`src/shared/pid_pkg.sv`:
```
// Constants, types and register map of the PI controller and display scaling block
// Summary of operation
// - Display value is source times a factor 0.000..16.000, reset default 0.000.
// - Display source 0 scales output frequency, or motor RPM when speed units nonzero.
// - Display source 1 scales motor current in amperes.
// - Display source 2 scales analog input two, held as 0..100.0 percent.
// - Display source 3 scales the selected PI feedback, 0..100.0 percent.
// - Proportional gain 0.0..30.0, default 1.0; more gain, bigger output change.
// - Integral time 0.0..30.0 s, default 1.0; longer time damps response.
// - Mode 0 direct: feedback below setpoint raises speed demand.
// - Mode 1 inverse: falling feedback lowers speed demand.
// - Modes 2 and 3 as 0 and 1, output forced 100% on standby wake.
// - Setpoint source 0 uses stored preset 0.0..100.0 percent, default 0.0.
// - Setpoint source 1 uses analog input one, also readable as status.
// - Setpoint source 2 uses fieldbus process data word two (holding register 3).
// - Feedback source 0 uses analog input two.
// - Feedback source 1 uses analog input one.
// - Feedback source 2 is motor current as percent of rated current.
// - Feedback source 3 is DC bus voltage, 0..1000 V to 0..100 percent.
// - Feedback source 4 is analog one minus analog two, floored at zero.
// - Feedback source 5 is the larger analog input.
// - Standby persists until PI error exceeds wake level 0.0..100.0, default 5.0.
package pid_pkg;
    // Register offsets (byte addresses, one word each)
    localparam logic [7:0] REG_DISP_FACTOR = 8'h00;
    localparam logic [7:0] REG_DISP_SRC = 8'h04;
    localparam logic [7:0] REG_PGAIN = 8'h08;
    localparam logic [7:0] REG_ITIME = 8'h0c;
    localparam logic [7:0] REG_PMODE = 8'h10;
    localparam logic [7:0] REG_SP_SRC = 8'h14;
    localparam logic [7:0] REG_PRESET = 8'h18;
    localparam logic [7:0] REG_FB_SRC = 8'h1c;
    localparam logic [7:0] REG_WAKE = 8'h20;
    localparam logic [7:0] REG_SPEED_UNIT = 8'h24;
    localparam logic [7:0] REG_RATED_I = 8'h28;
    localparam logic [7:0] REG_AN1_STAT = 8'h2c;
    localparam logic [7:0] REG_AN2_STAT = 8'h30;
    localparam logic [7:0] REG_FB_STAT = 8'h34;
    localparam logic [7:0] REG_OUT_STAT = 8'h38;
    localparam logic [7:0] REG_DISP_STAT = 8'h3c;
    localparam logic [7:0] REG_STBY_STAT = 8'h40;
    // Field widths and limits (percent in 0.1 steps, factor in 0.001, gain/time in 0.1)
    localparam int PCT_W = 10;
    localparam logic [9:0] PCT_FULL = 10'h3e8;
    localparam logic [14:0] FACTOR_MAX = 15'h3e80;
    localparam logic [8:0] GAIN_MAX = 9'h12c;
    localparam logic [8:0] TIME_MAX = 9'h12c;
    // Reset values
    localparam logic [14:0] FACTOR_RST = 15'h0000;
    localparam logic [8:0] GAIN_RST = 9'h00a;
    localparam logic [8:0] TIME_RST = 9'h00a;
    localparam logic [9:0] PRESET_RST = 10'h000;
    localparam logic [9:0] WAKE_RST = 10'h032;
    // DC bus: 0..1000 V in volts maps to 0..1000 tenths percent
    localparam logic [9:0] VBUS_FULL = 10'h3e8;
    // Control sample period 10 ms at 10 MHz
    localparam int CLK_HZ = 10_000_000;
    localparam int SAMPLE_US = 10_000;
    localparam int SAMPLE_CYC = CLK_HZ / 1_000_000 * SAMPLE_US;
    // Samples per 0.1 s of integral time
    localparam int TENTH_SAMPLES = 10;

    typedef enum logic [3:0] {
        PID_IDLE = 4'b0001,
        PID_FETCH = 4'b0010,
        PID_CALC = 4'b0100,
        PID_WAKE = 4'b1000
    } pid_state_e;

    typedef struct packed {
        logic [9:0] an1;
        logic [9:0] an2;
        logic [15:0] motor_amps;
        logic [9:0] vbus;
        logic [15:0] out_freq;
        logic [15:0] motor_rpm;
    } pid_meas_s;
endpackage

```
`src/logic/pid_ctrl.sv`:
```
// PI process controller with setpoint/feedback selection and display scaling
`timescale 1ns/10ps
module pid_ctrl #(
    parameter int SAMPLE_CYCLES = pid_pkg::SAMPLE_CYC
) (
    // Clock and reset
    input wire logic clock_i,
    input wire logic sys_rst_i,
    // Register port
    input wire logic [7:0] addr_i,
    input wire logic [31:0] wdata_i,
    input wire logic wr_i,
    input wire logic rd_i,
    output logic [31:0] rdata_o,
    // Measurements and fieldbus
    input wire pid_pkg::pid_meas_s meas_i,
    input wire logic [9:0] bus_setpoint_i,
    // Standby
    input wire logic standby_en_i,
    input wire logic standby_i,
    // Results
    output logic [9:0] pi_out_o,
    output logic wake_o,
    output logic [31:0] display_o
);
    import pid_pkg::*;

    // Configuration registers
    logic [14:0] disp_factor;
    logic [1:0] disp_src;
    logic [8:0] pgain;
    logic [8:0] itime;
    logic [1:0] pmode;
    logic [1:0] sp_src;
    logic [9:0] preset;
    logic [2:0] fb_src;
    logic [9:0] wake_lvl;
    logic [7:0] speed_unit;
    logic [15:0] rated_i;

    // Synchronised inputs and sample enable
    pid_meas_s meas_q1;
    pid_meas_s meas;
    logic [9:0] bus_sp_q1;
    logic [9:0] bus_sp;
    logic [1:0] stby_q1;
    logic [1:0] stby;
    logic [31:0] tick_cnt;
    logic tick;

    // Controller state
    pid_state_e state;
    logic [9:0] fb;
    logic [9:0] sp;
    logic signed [11:0] err;
    logic signed [31:0] integ;
    logic stby_prev;
    logic in_stby;
    logic wake_now;

    // Combinational results
    logic [9:0] next_fb;
    logic [9:0] next_sp;
    logic [25:0] cur_pct;
    logic signed [31:0] next_integ;
    logic signed [31:0] pterm;
    logic signed [31:0] iterm;
    logic signed [31:0] sum;
    logic [15:0] disp_base;

    // Register writes
    always_ff @(posedge clock_i or posedge sys_rst_i) begin
        if (sys_rst_i) begin
            disp_factor <= FACTOR_RST;
            disp_src <= 2'h0;
            pgain <= GAIN_RST;
            itime <= TIME_RST;
            pmode <= 2'h0;
            sp_src <= 2'h0;
            preset <= PRESET_RST;
            fb_src <= 3'h0;
            wake_lvl <= WAKE_RST;
            speed_unit <= 8'h00;
            rated_i <= 16'h0001;
        end else if (wr_i) begin
            case (addr_i)
                REG_DISP_FACTOR: disp_factor <= (wdata_i[14:0] > FACTOR_MAX) ?
                    FACTOR_MAX : wdata_i[14:0];
                REG_DISP_SRC: disp_src <= wdata_i[1:0];
                REG_PGAIN: pgain <= (wdata_i[8:0] > GAIN_MAX) ? GAIN_MAX : wdata_i[8:0];
                REG_ITIME: itime <= (wdata_i[8:0] > TIME_MAX) ? TIME_MAX : wdata_i[8:0];
                REG_PMODE: pmode <= wdata_i[1:0];
                REG_SP_SRC: sp_src <= (wdata_i[1:0] == 2'h3) ? 2'h2 : wdata_i[1:0];
                REG_PRESET: preset <= (wdata_i[9:0] > PCT_FULL) ? PCT_FULL : wdata_i[9:0];
                REG_FB_SRC: fb_src <= (wdata_i[2:0] > 3'h5) ? 3'h5 : wdata_i[2:0];
                REG_WAKE: wake_lvl <= (wdata_i[9:0] > PCT_FULL) ? PCT_FULL : wdata_i[9:0];
                REG_SPEED_UNIT: speed_unit <= wdata_i[7:0];
                REG_RATED_I: rated_i <= (wdata_i[15:0] == 16'h0000) ? 16'h0001 :
                    wdata_i[15:0];
                default: ;
            endcase
        end
    end

    // Register reads, one cycle later
    always_ff @(posedge clock_i or posedge sys_rst_i) begin
        if (sys_rst_i) begin
            rdata_o <= 32'h0000_0000;
        end else if (rd_i) begin
            case (addr_i)
                REG_DISP_FACTOR: rdata_o <= {17'h00000, disp_factor};
                REG_DISP_SRC: rdata_o <= {30'h0, disp_src};
                REG_PGAIN: rdata_o <= {23'h0, pgain};
                REG_ITIME: rdata_o <= {23'h0, itime};
                REG_PMODE: rdata_o <= {30'h0, pmode};
                REG_SP_SRC: rdata_o <= {30'h0, sp_src};
                REG_PRESET: rdata_o <= {22'h0, preset};
                REG_FB_SRC: rdata_o <= {29'h0, fb_src};
                REG_WAKE: rdata_o <= {22'h0, wake_lvl};
                REG_SPEED_UNIT: rdata_o <= {24'h0, speed_unit};
                REG_RATED_I: rdata_o <= {16'h0, rated_i};
                REG_AN1_STAT: rdata_o <= {22'h0, meas.an1};
                REG_AN2_STAT: rdata_o <= {22'h0, meas.an2};
                REG_FB_STAT: rdata_o <= {22'h0, fb};
                REG_OUT_STAT: rdata_o <= {22'h0, pi_out_o};
                REG_DISP_STAT: rdata_o <= display_o;
                REG_STBY_STAT: rdata_o <= {31'h0, stby_prev};
                default: rdata_o <= 32'h0000_0000;
            endcase
        end
    end

    // Measurement synchroniser
    always_ff @(posedge clock_i or posedge sys_rst_i) begin
        if (sys_rst_i) begin
            meas_q1 <= '0;
            meas <= '0;
        end else begin
            meas_q1 <= meas_i;
            meas <= meas_q1;
        end
    end

    // Fieldbus setpoint synchroniser
    always_ff @(posedge clock_i or posedge sys_rst_i) begin
        if (sys_rst_i) begin
            bus_sp_q1 <= 10'h000;
            bus_sp <= 10'h000;
        end else begin
            bus_sp_q1 <= bus_setpoint_i;
            bus_sp <= bus_sp_q1;
        end
    end

    // Standby synchroniser
    always_ff @(posedge clock_i or posedge sys_rst_i) begin
        if (sys_rst_i) begin
            stby_q1 <= 2'h0;
            stby <= 2'h0;
        end else begin
            stby_q1 <= {standby_en_i, standby_i};
            stby <= stby_q1;
        end
    end

    // Sample rate enable
    always_ff @(posedge clock_i or posedge sys_rst_i) begin
        if (sys_rst_i) begin
            tick_cnt <= 32'h0;
            tick <= 1'b0;
        end else if (tick_cnt >= 32'(SAMPLE_CYCLES - 1)) begin
            tick_cnt <= 32'h0;
            tick <= 1'b1;
        end else begin
            tick_cnt <= tick_cnt + 32'h1;
            tick <= 1'b0;
        end
    end

    // Setpoint selection
    always_comb begin
        case (sp_src)
            2'h0: next_sp = preset;
            2'h1: next_sp = meas.an1;
            default: next_sp = (bus_sp > PCT_FULL) ? PCT_FULL : bus_sp;
        endcase
    end

    // Feedback selection; widened so large currents do not wrap
    always_comb begin
        cur_pct = (26'(meas.motor_amps) * 26'd1000) / 26'(rated_i);
        case (fb_src)
            3'h0: next_fb = meas.an2;
            3'h1: next_fb = meas.an1;
            3'h2: next_fb = (cur_pct > 26'(PCT_FULL)) ? PCT_FULL : cur_pct[9:0];
            3'h3: next_fb = (meas.vbus > VBUS_FULL) ? PCT_FULL : meas.vbus;
            3'h4: next_fb = (meas.an1 > meas.an2) ? 10'(meas.an1 - meas.an2) : 10'h000;
            default: next_fb = (meas.an1 > meas.an2) ? meas.an1 : meas.an2;
        endcase
    end

    // PI arithmetic: output in tenths percent
    always_comb begin
        // gain on error, integral over time
        pterm = (32'(err) * $signed({23'h0, pgain})) / 32'sd10;
        next_integ = integ + 32'(err);
        if (itime == 9'h000) begin
            iterm = 32'sd0;
        end else begin
            iterm = next_integ / ($signed({23'h0, itime}) * 32'(TENTH_SAMPLES));
        end
        sum = pterm + iterm;
    end

    // Controller sequence
    always_ff @(posedge clock_i or posedge sys_rst_i) begin
        if (sys_rst_i) begin
            state <= PID_IDLE;
        end else begin
            case (state)
                PID_IDLE: begin
                    if (tick) begin
                        state <= PID_FETCH;
                    end
                end
                PID_FETCH: begin
                    state <= PID_CALC;
                end
                PID_CALC: begin
                    if (wake_now) begin
                        state <= PID_WAKE;
                    end else begin
                        state <= PID_IDLE;
                    end
                end
                default: begin
                    state <= PID_IDLE;
                end
            endcase
        end
    end

    // Standby qualifier and wake condition
    assign in_stby = stby[1] & stby[0];
    assign wake_now = in_stby & (err > $signed({2'b00, wake_lvl}));

    // Sample capture and error sign
    always_ff @(posedge clock_i or posedge sys_rst_i) begin
        if (sys_rst_i) begin
            fb <= 10'h000;
            sp <= 10'h000;
            err <= 12'sh000;
        end else if (state == PID_FETCH) begin
            fb <= next_fb;
            sp <= next_sp;
            if (!pmode[0]) begin
                err <= $signed({2'b00, next_sp}) - $signed({2'b00, next_fb});
            end else begin
                err <= $signed({2'b00, next_fb}) - $signed({2'b00, next_sp});
            end
        end
    end

    // PI output; comparisons stay signed so a negative sum floors at zero
    always_ff @(posedge clock_i or posedge sys_rst_i) begin
        if (sys_rst_i) begin
            pi_out_o <= 10'h000;
        end else if (state == PID_WAKE && pmode[1]) begin
            pi_out_o <= PCT_FULL;
        end else if (state == PID_CALC && !in_stby) begin
            if (sum > $signed(32'(PCT_FULL))) begin
                pi_out_o <= PCT_FULL;
            end else if (sum < 32'sd0) begin
                pi_out_o <= 10'h000;
            end else begin
                pi_out_o <= sum[9:0];
            end
        end
    end

    // Integrator, frozen while the output is clamped so it cannot wind up
    always_ff @(posedge clock_i or posedge sys_rst_i) begin
        if (sys_rst_i) begin
            integ <= 32'sh0;
        end else if (state == PID_WAKE && pmode[1]) begin
            // Preload so regulation resumes from full output
            integ <= $signed(32'(PCT_FULL)) * 32'(TENTH_SAMPLES) * $signed({23'h0, itime});
        end else if (state == PID_CALC && !in_stby && sum >= 32'sd0 &&
            sum <= $signed(32'(PCT_FULL))) begin
            integ <= next_integ;
        end
    end

    // One-cycle wake pulse
    always_ff @(posedge clock_i or posedge sys_rst_i) begin
        if (sys_rst_i) begin
            wake_o <= 1'b0;
        end else begin
            wake_o <= (state == PID_CALC) && wake_now;
        end
    end

    // Standby status flag
    always_ff @(posedge clock_i or posedge sys_rst_i) begin
        if (sys_rst_i) begin
            stby_prev <= 1'b0;
        end else if (state == PID_CALC) begin
            stby_prev <= in_stby;
        end else if (state == PID_WAKE) begin
            stby_prev <= 1'b0;
        end
    end

    // Display source selection
    always_comb begin
        case (disp_src)
            2'h0: disp_base = (speed_unit == 8'h00) ? meas.out_freq : meas.motor_rpm;
            2'h1: disp_base = meas.motor_amps;
            2'h2: disp_base = {6'h00, meas.an2};
            default: disp_base = {6'h00, fb};
        endcase
    end

    // Display product, factor in thousandths
    always_ff @(posedge clock_i or posedge sys_rst_i) begin
        if (sys_rst_i) begin
            display_o <= 32'h0000_0000;
        end else begin
            // multiply by factor
            // Operands widened first; the product needs 30 bits
            display_o <= (32'(disp_base) * 32'(disp_factor)) / 32'd1000;
        end
    end
endmodule

```
`config.mk`:
```
export PLATFORM = sky130hd
export DESIGN_NAME = pid_ctrl
export DESIGN_NICKNAME = d
export VERILOG_FILES = /design/src/shared/pid_pkg.sv /design/src/logic/pid_ctrl.sv
export SDC_FILE = /design/constraint.sdc
export NUM_CORES = 2
export LEC_CHECK = 0
export BUFFER_PORTS_ARGS = -buffer_cell sky130_fd_sc_hd__buf_2
export CAP_MARGIN = 40
export CORE_MARGIN = 2
export CORE_UTILIZATION = 60
export CTS_CLUSTER_SIZE = 30
export DETAILED_ROUTE_END_ITERATION = 7
export GPL_TIMING_DRIVEN = 0
export HOLD_SLACK_MARGIN = 0.12
export MAX_ROUTING_LAYER = met4
export PLACE_DENSITY = 0.77
export SYNTH_ARGS = -nofsm -noshare
export SYNTH_HDL_FRONTEND = slang
export SYNTH_SLANG_ARGS = --single-unit
export TNS_END_PERCENT = 30
```
`constraint.sdc`:
```
create_clock -name clock_i -period 172.9 [get_ports clock_i]
set_input_delay 0 -clock clock_i [delete_from_list [all_inputs] [get_ports clock_i]]
set_output_delay 0 -clock clock_i [all_outputs]
set_load 0.03 [all_outputs]
```
==> run_results.csv <==
group,metric,value,unit
sta,holdWs,0.183,ns
clock_tree,cts-root-buf,"clkbuf_16",
setup_path,regToRegStartpoint,"err[0]",
die,start_util,60.4,%
yosys,yosysTopAreaCellShare,15.5,%
cells_and_area,area_delta_synth_final,10.2,%
routing,drc_errors,0,
sta,fin_crit,120.45,ns
yosys,syn_avg_cell_area,7.84,um^2
global_route,grt_pass1_wl,410000,um
global_route,grt_pass1_vias,75951,
clock_tree,cts_buffer_depth,3,
cells_and_area,seqCellArea,0.0103,mm^2
yosys,synthFlopType,"dfrtp_1",
sta,slew_violations,0,
clock_tree,clkTransAtPathRegs,0.06,ns
placement,hpwl,208000,um
setup_path,crit_family,"compound AO/OA/AOI/OAI gates",
routing,avgViaCountPerCell,6.46,
cells_and_area,postLayoutCellArea,0.0859,mm^2
yosys,synthDistinctLibCells,154,
sta,fin_skew,0.0362,ns
clock_tree,clock_sinks,412,
yosys,netlist_area,0.0780,mm^2
global_route,antenna_found_initial,21,
setup_path,required,173.49,ns
placement,dpl-instance-area,0.0820,mm^2
setup_path,cp_common_cell,"o21a_1",
routing,ant_nets,0,
setup_path,cp.arrival,121.04,ns
setup_path,path_buf_inv,51,
routing,vias,79227,
routing,wire_per_inst,21.3,um
die,die-width,364,um
setup_path,cp_slowest_cell,"a21oi_1",
cells_and_area,final_core_util,66.5,%
sta,fmaxAchievable,8.30,MHz
yosys,ys_seq_elements,412,
placement,gp_congestion,1.03,
routing,drt_wl_total,261000,um
yosys,synth-edff-count,0,
yosys,yosys_warnings,0,
setup_path,crit_path_max_fanout,10,
setup_path,r2r_slack,52.45,ns
sta,tightest_slew,0.962,ns
job,cap_violations,0,
clock_tree,insertion_delay,0.67,ns
setup_path,r2r-end,"integ[8]",
worst_hold_path,holdCritPathClass,"in -> reg",
clock_tree,cts_tree,"built",
yosys,synth_top_area_cell,"ha_1",
cells_and_area,fillCellCount,11079,
routing,firstDrtPassIters,8,
setup_path,rr_worst_depth,537,
setup_path,crit_start,"err[0]",
yosys,synth_area_leaders,"ha_1 16%, dfrtp_1 13%, fa_1 8.9%",
clock_tree,numCtsBuffers,50,
yosys,seq_area_frac_synth,13.2,%
die,die_h,364,um
global_route,grt_max_degree,127,
setup_path,cp-endpoint,"integ[8]",
placement,io_buffers,166,
sta,finalHoldViolCount,0,
clock_tree,htreeDepth,2,
yosys,async_flop_share,100,%
die,die_area,0.133,mm^2
sta,fin_crit_sh,69.7,%
setup_path,slowest_delay,0.76,ns
global_route,overflow,0,
sta,relSlewSlack,35.4,%
cells_and_area,nNetsFinal,11905,
global_route,grt_usage,39.4,%
cells_and_area,drive_above_1_share,7.40,%
routing,drt_iter0_markers,7243,
outcome,status,"finished clean",
setup_path,path_class,"reg -> reg",
cells_and_area,multi_input_area,0.0637,mm^2
sta,setup_violations,0,
sta,setup_tns,0,ns
die,ios,209,
die,core-area,0.129,mm^2
setup_path,startpoint_type,"register",
setup_path,cp.depth,537,
sta,grt_setup_unrepaired,"false",
yosys,syn_inst,9944,
die,rows,132,
setup_path,critPathCaptureType,"register",
-- placed cells by master (no fill, tap or decap), types with 321 or more instances in the layout --
cell type  count
fa_1         347
inv_1        659
nor3_1       586
dfrtp_1      403
ha_1         967
o21a_1       491
nand2_1     1015
o21ai_0      465
a21oi_1      485
xnor2_1      321
nor2_1       816
-- layer usage --
| layer | share of wire [%] | vias up | track usage, % |
|---|---|---|---|
| met5 | 0 | - | - |
| met4 | 5.3 | 0 | 17.5 |
| met3 | 8.9 | 792 | 7.00 |
| met2 | 44 | 3416 | 61.6 |
| met1 | 41 | 37765 | 50.0 |
| li1 | - | 37254 | - |
-- flip-flops by register name (all words and copies together), names as in the netlist, 4 cells and up --
signal / cells
wake_lvl: 10
fb: 10
display_o: 22
tick_cnt: 32
speed_unit: 8
pi_out_o: 10
pgain: 9
disp_factor: 15
state: 4
bus_sp: 10
bus_sp_q1: 10
preset: 10
meas_q1: 78
rdata_o: 22
integ: 32
meas: 78
rated_i: 16
itime: 9
err: 11
-- cell families (layout without fill, tap and decap cells) --
kind of cell | Yosys count | after routing | share of synthesized area, %
adder cells (fa/ha/maj) | 1323 | 1323 | 24.5
AO/OA/AOI/OAI | 2808 | 2808 | 24.8
buffers and inverters | 1015 | 1535 | 5.22
other | 1 | 63 | 0.00481
AND/OR/NAND/NOR | 3608 | 3608 | 22.5
XOR/XNOR | 482 | 482 | 5.48
multiplexers | 295 | 295 | 4.25
flip-flops | 412 | 412 | 13.2
-- per-stage QoR --
stage | setup WS (ns) | cells
after global routing | 42.80 | 12259
final | 52.45 | 12268
after detailed placement | 54.53 | 11938
after global placement | 56.49 | 11886
after CTS | 54.21 | 12239
after floorplan | 74.01 | 9978
-- worst reg2reg max path, delay by kind of cell (launching register included) --
family,cells,cell delay [ns]
DFF,1,0.45
buffers and inverters,51,14.89
adders and majority gates,35,10.71
xor gates and xnor gates,3,0.78
AOI/OAI and AO/OA,295,62.58
and+or+nand+nor,143,27.59
muxes,10,3.30
-- cell usage after synthesis, types with 225 or more instances --
| master | number |
|---|---|
| xnor2_1 | 324 |
| dfrtp_1 | 403 |
| fa_1 | 347 |
| nand2_1 | 1015 |
| o21a_1 | 491 |
| nor2_1 | 816 |
| ha_1 | 967 |
| a21oi_1 | 485 |
| o21ai_0 | 466 |
| and2_1 | 225 |
| clkbuf_1 | 242 |
| nor3_1 | 587 |
| inv_1 | 661 |
| o31ai_1 | 262 |
-- timing repair --
| action | 4_1_cts | 5_1_grt |
|---|---|---|
| hold buffers | 208 | 0 |
| hold endpoints to repair | 424 | 0 |
| buffers inserted | 0 | 0 |
| gates resized for setup | 0 | 0 |
-- final cells by class --
| cell class | count | share of cell area, % |
|---|---|---|
| tap | 1742 | 2.54 |
| buffer | 345 | 1.81 |
| antenna | 28 | 0.0816 |
| inverter | 670 | 2.94 |
| timing repair buffer | 427 | 4.36 |
| clock buffer | 61 | 1.60 |
| sequential | 412 | 12.0 |
| multi-input combinational | 8551 | 74.2 |
| clock inverter | 32 | 0.478 |
-- how the worst min path moves through the flow --
stage	start	endpoint	slack (ns)	cells after the start
after global placement	meas_i[22]	meas_q1[22]	0.11	1
after floorplan	bus_setpoint_i[0]	bus_sp_q1[0]	0.03	0
after CTS	addr_i[6]	disp_src[1]	0.13	6
after detailed placement	meas_i[30]	meas_q1[30]	0.11	1
final	addr_i[6]	disp_src[1]	0.18	6
after global routing	addr_i[2]	rdata_o[18]	0.20	6
Power is left out: the tool's default activity adds up to more than one toggle a clock period on the data nets, which glitch-free logic cannot reach.
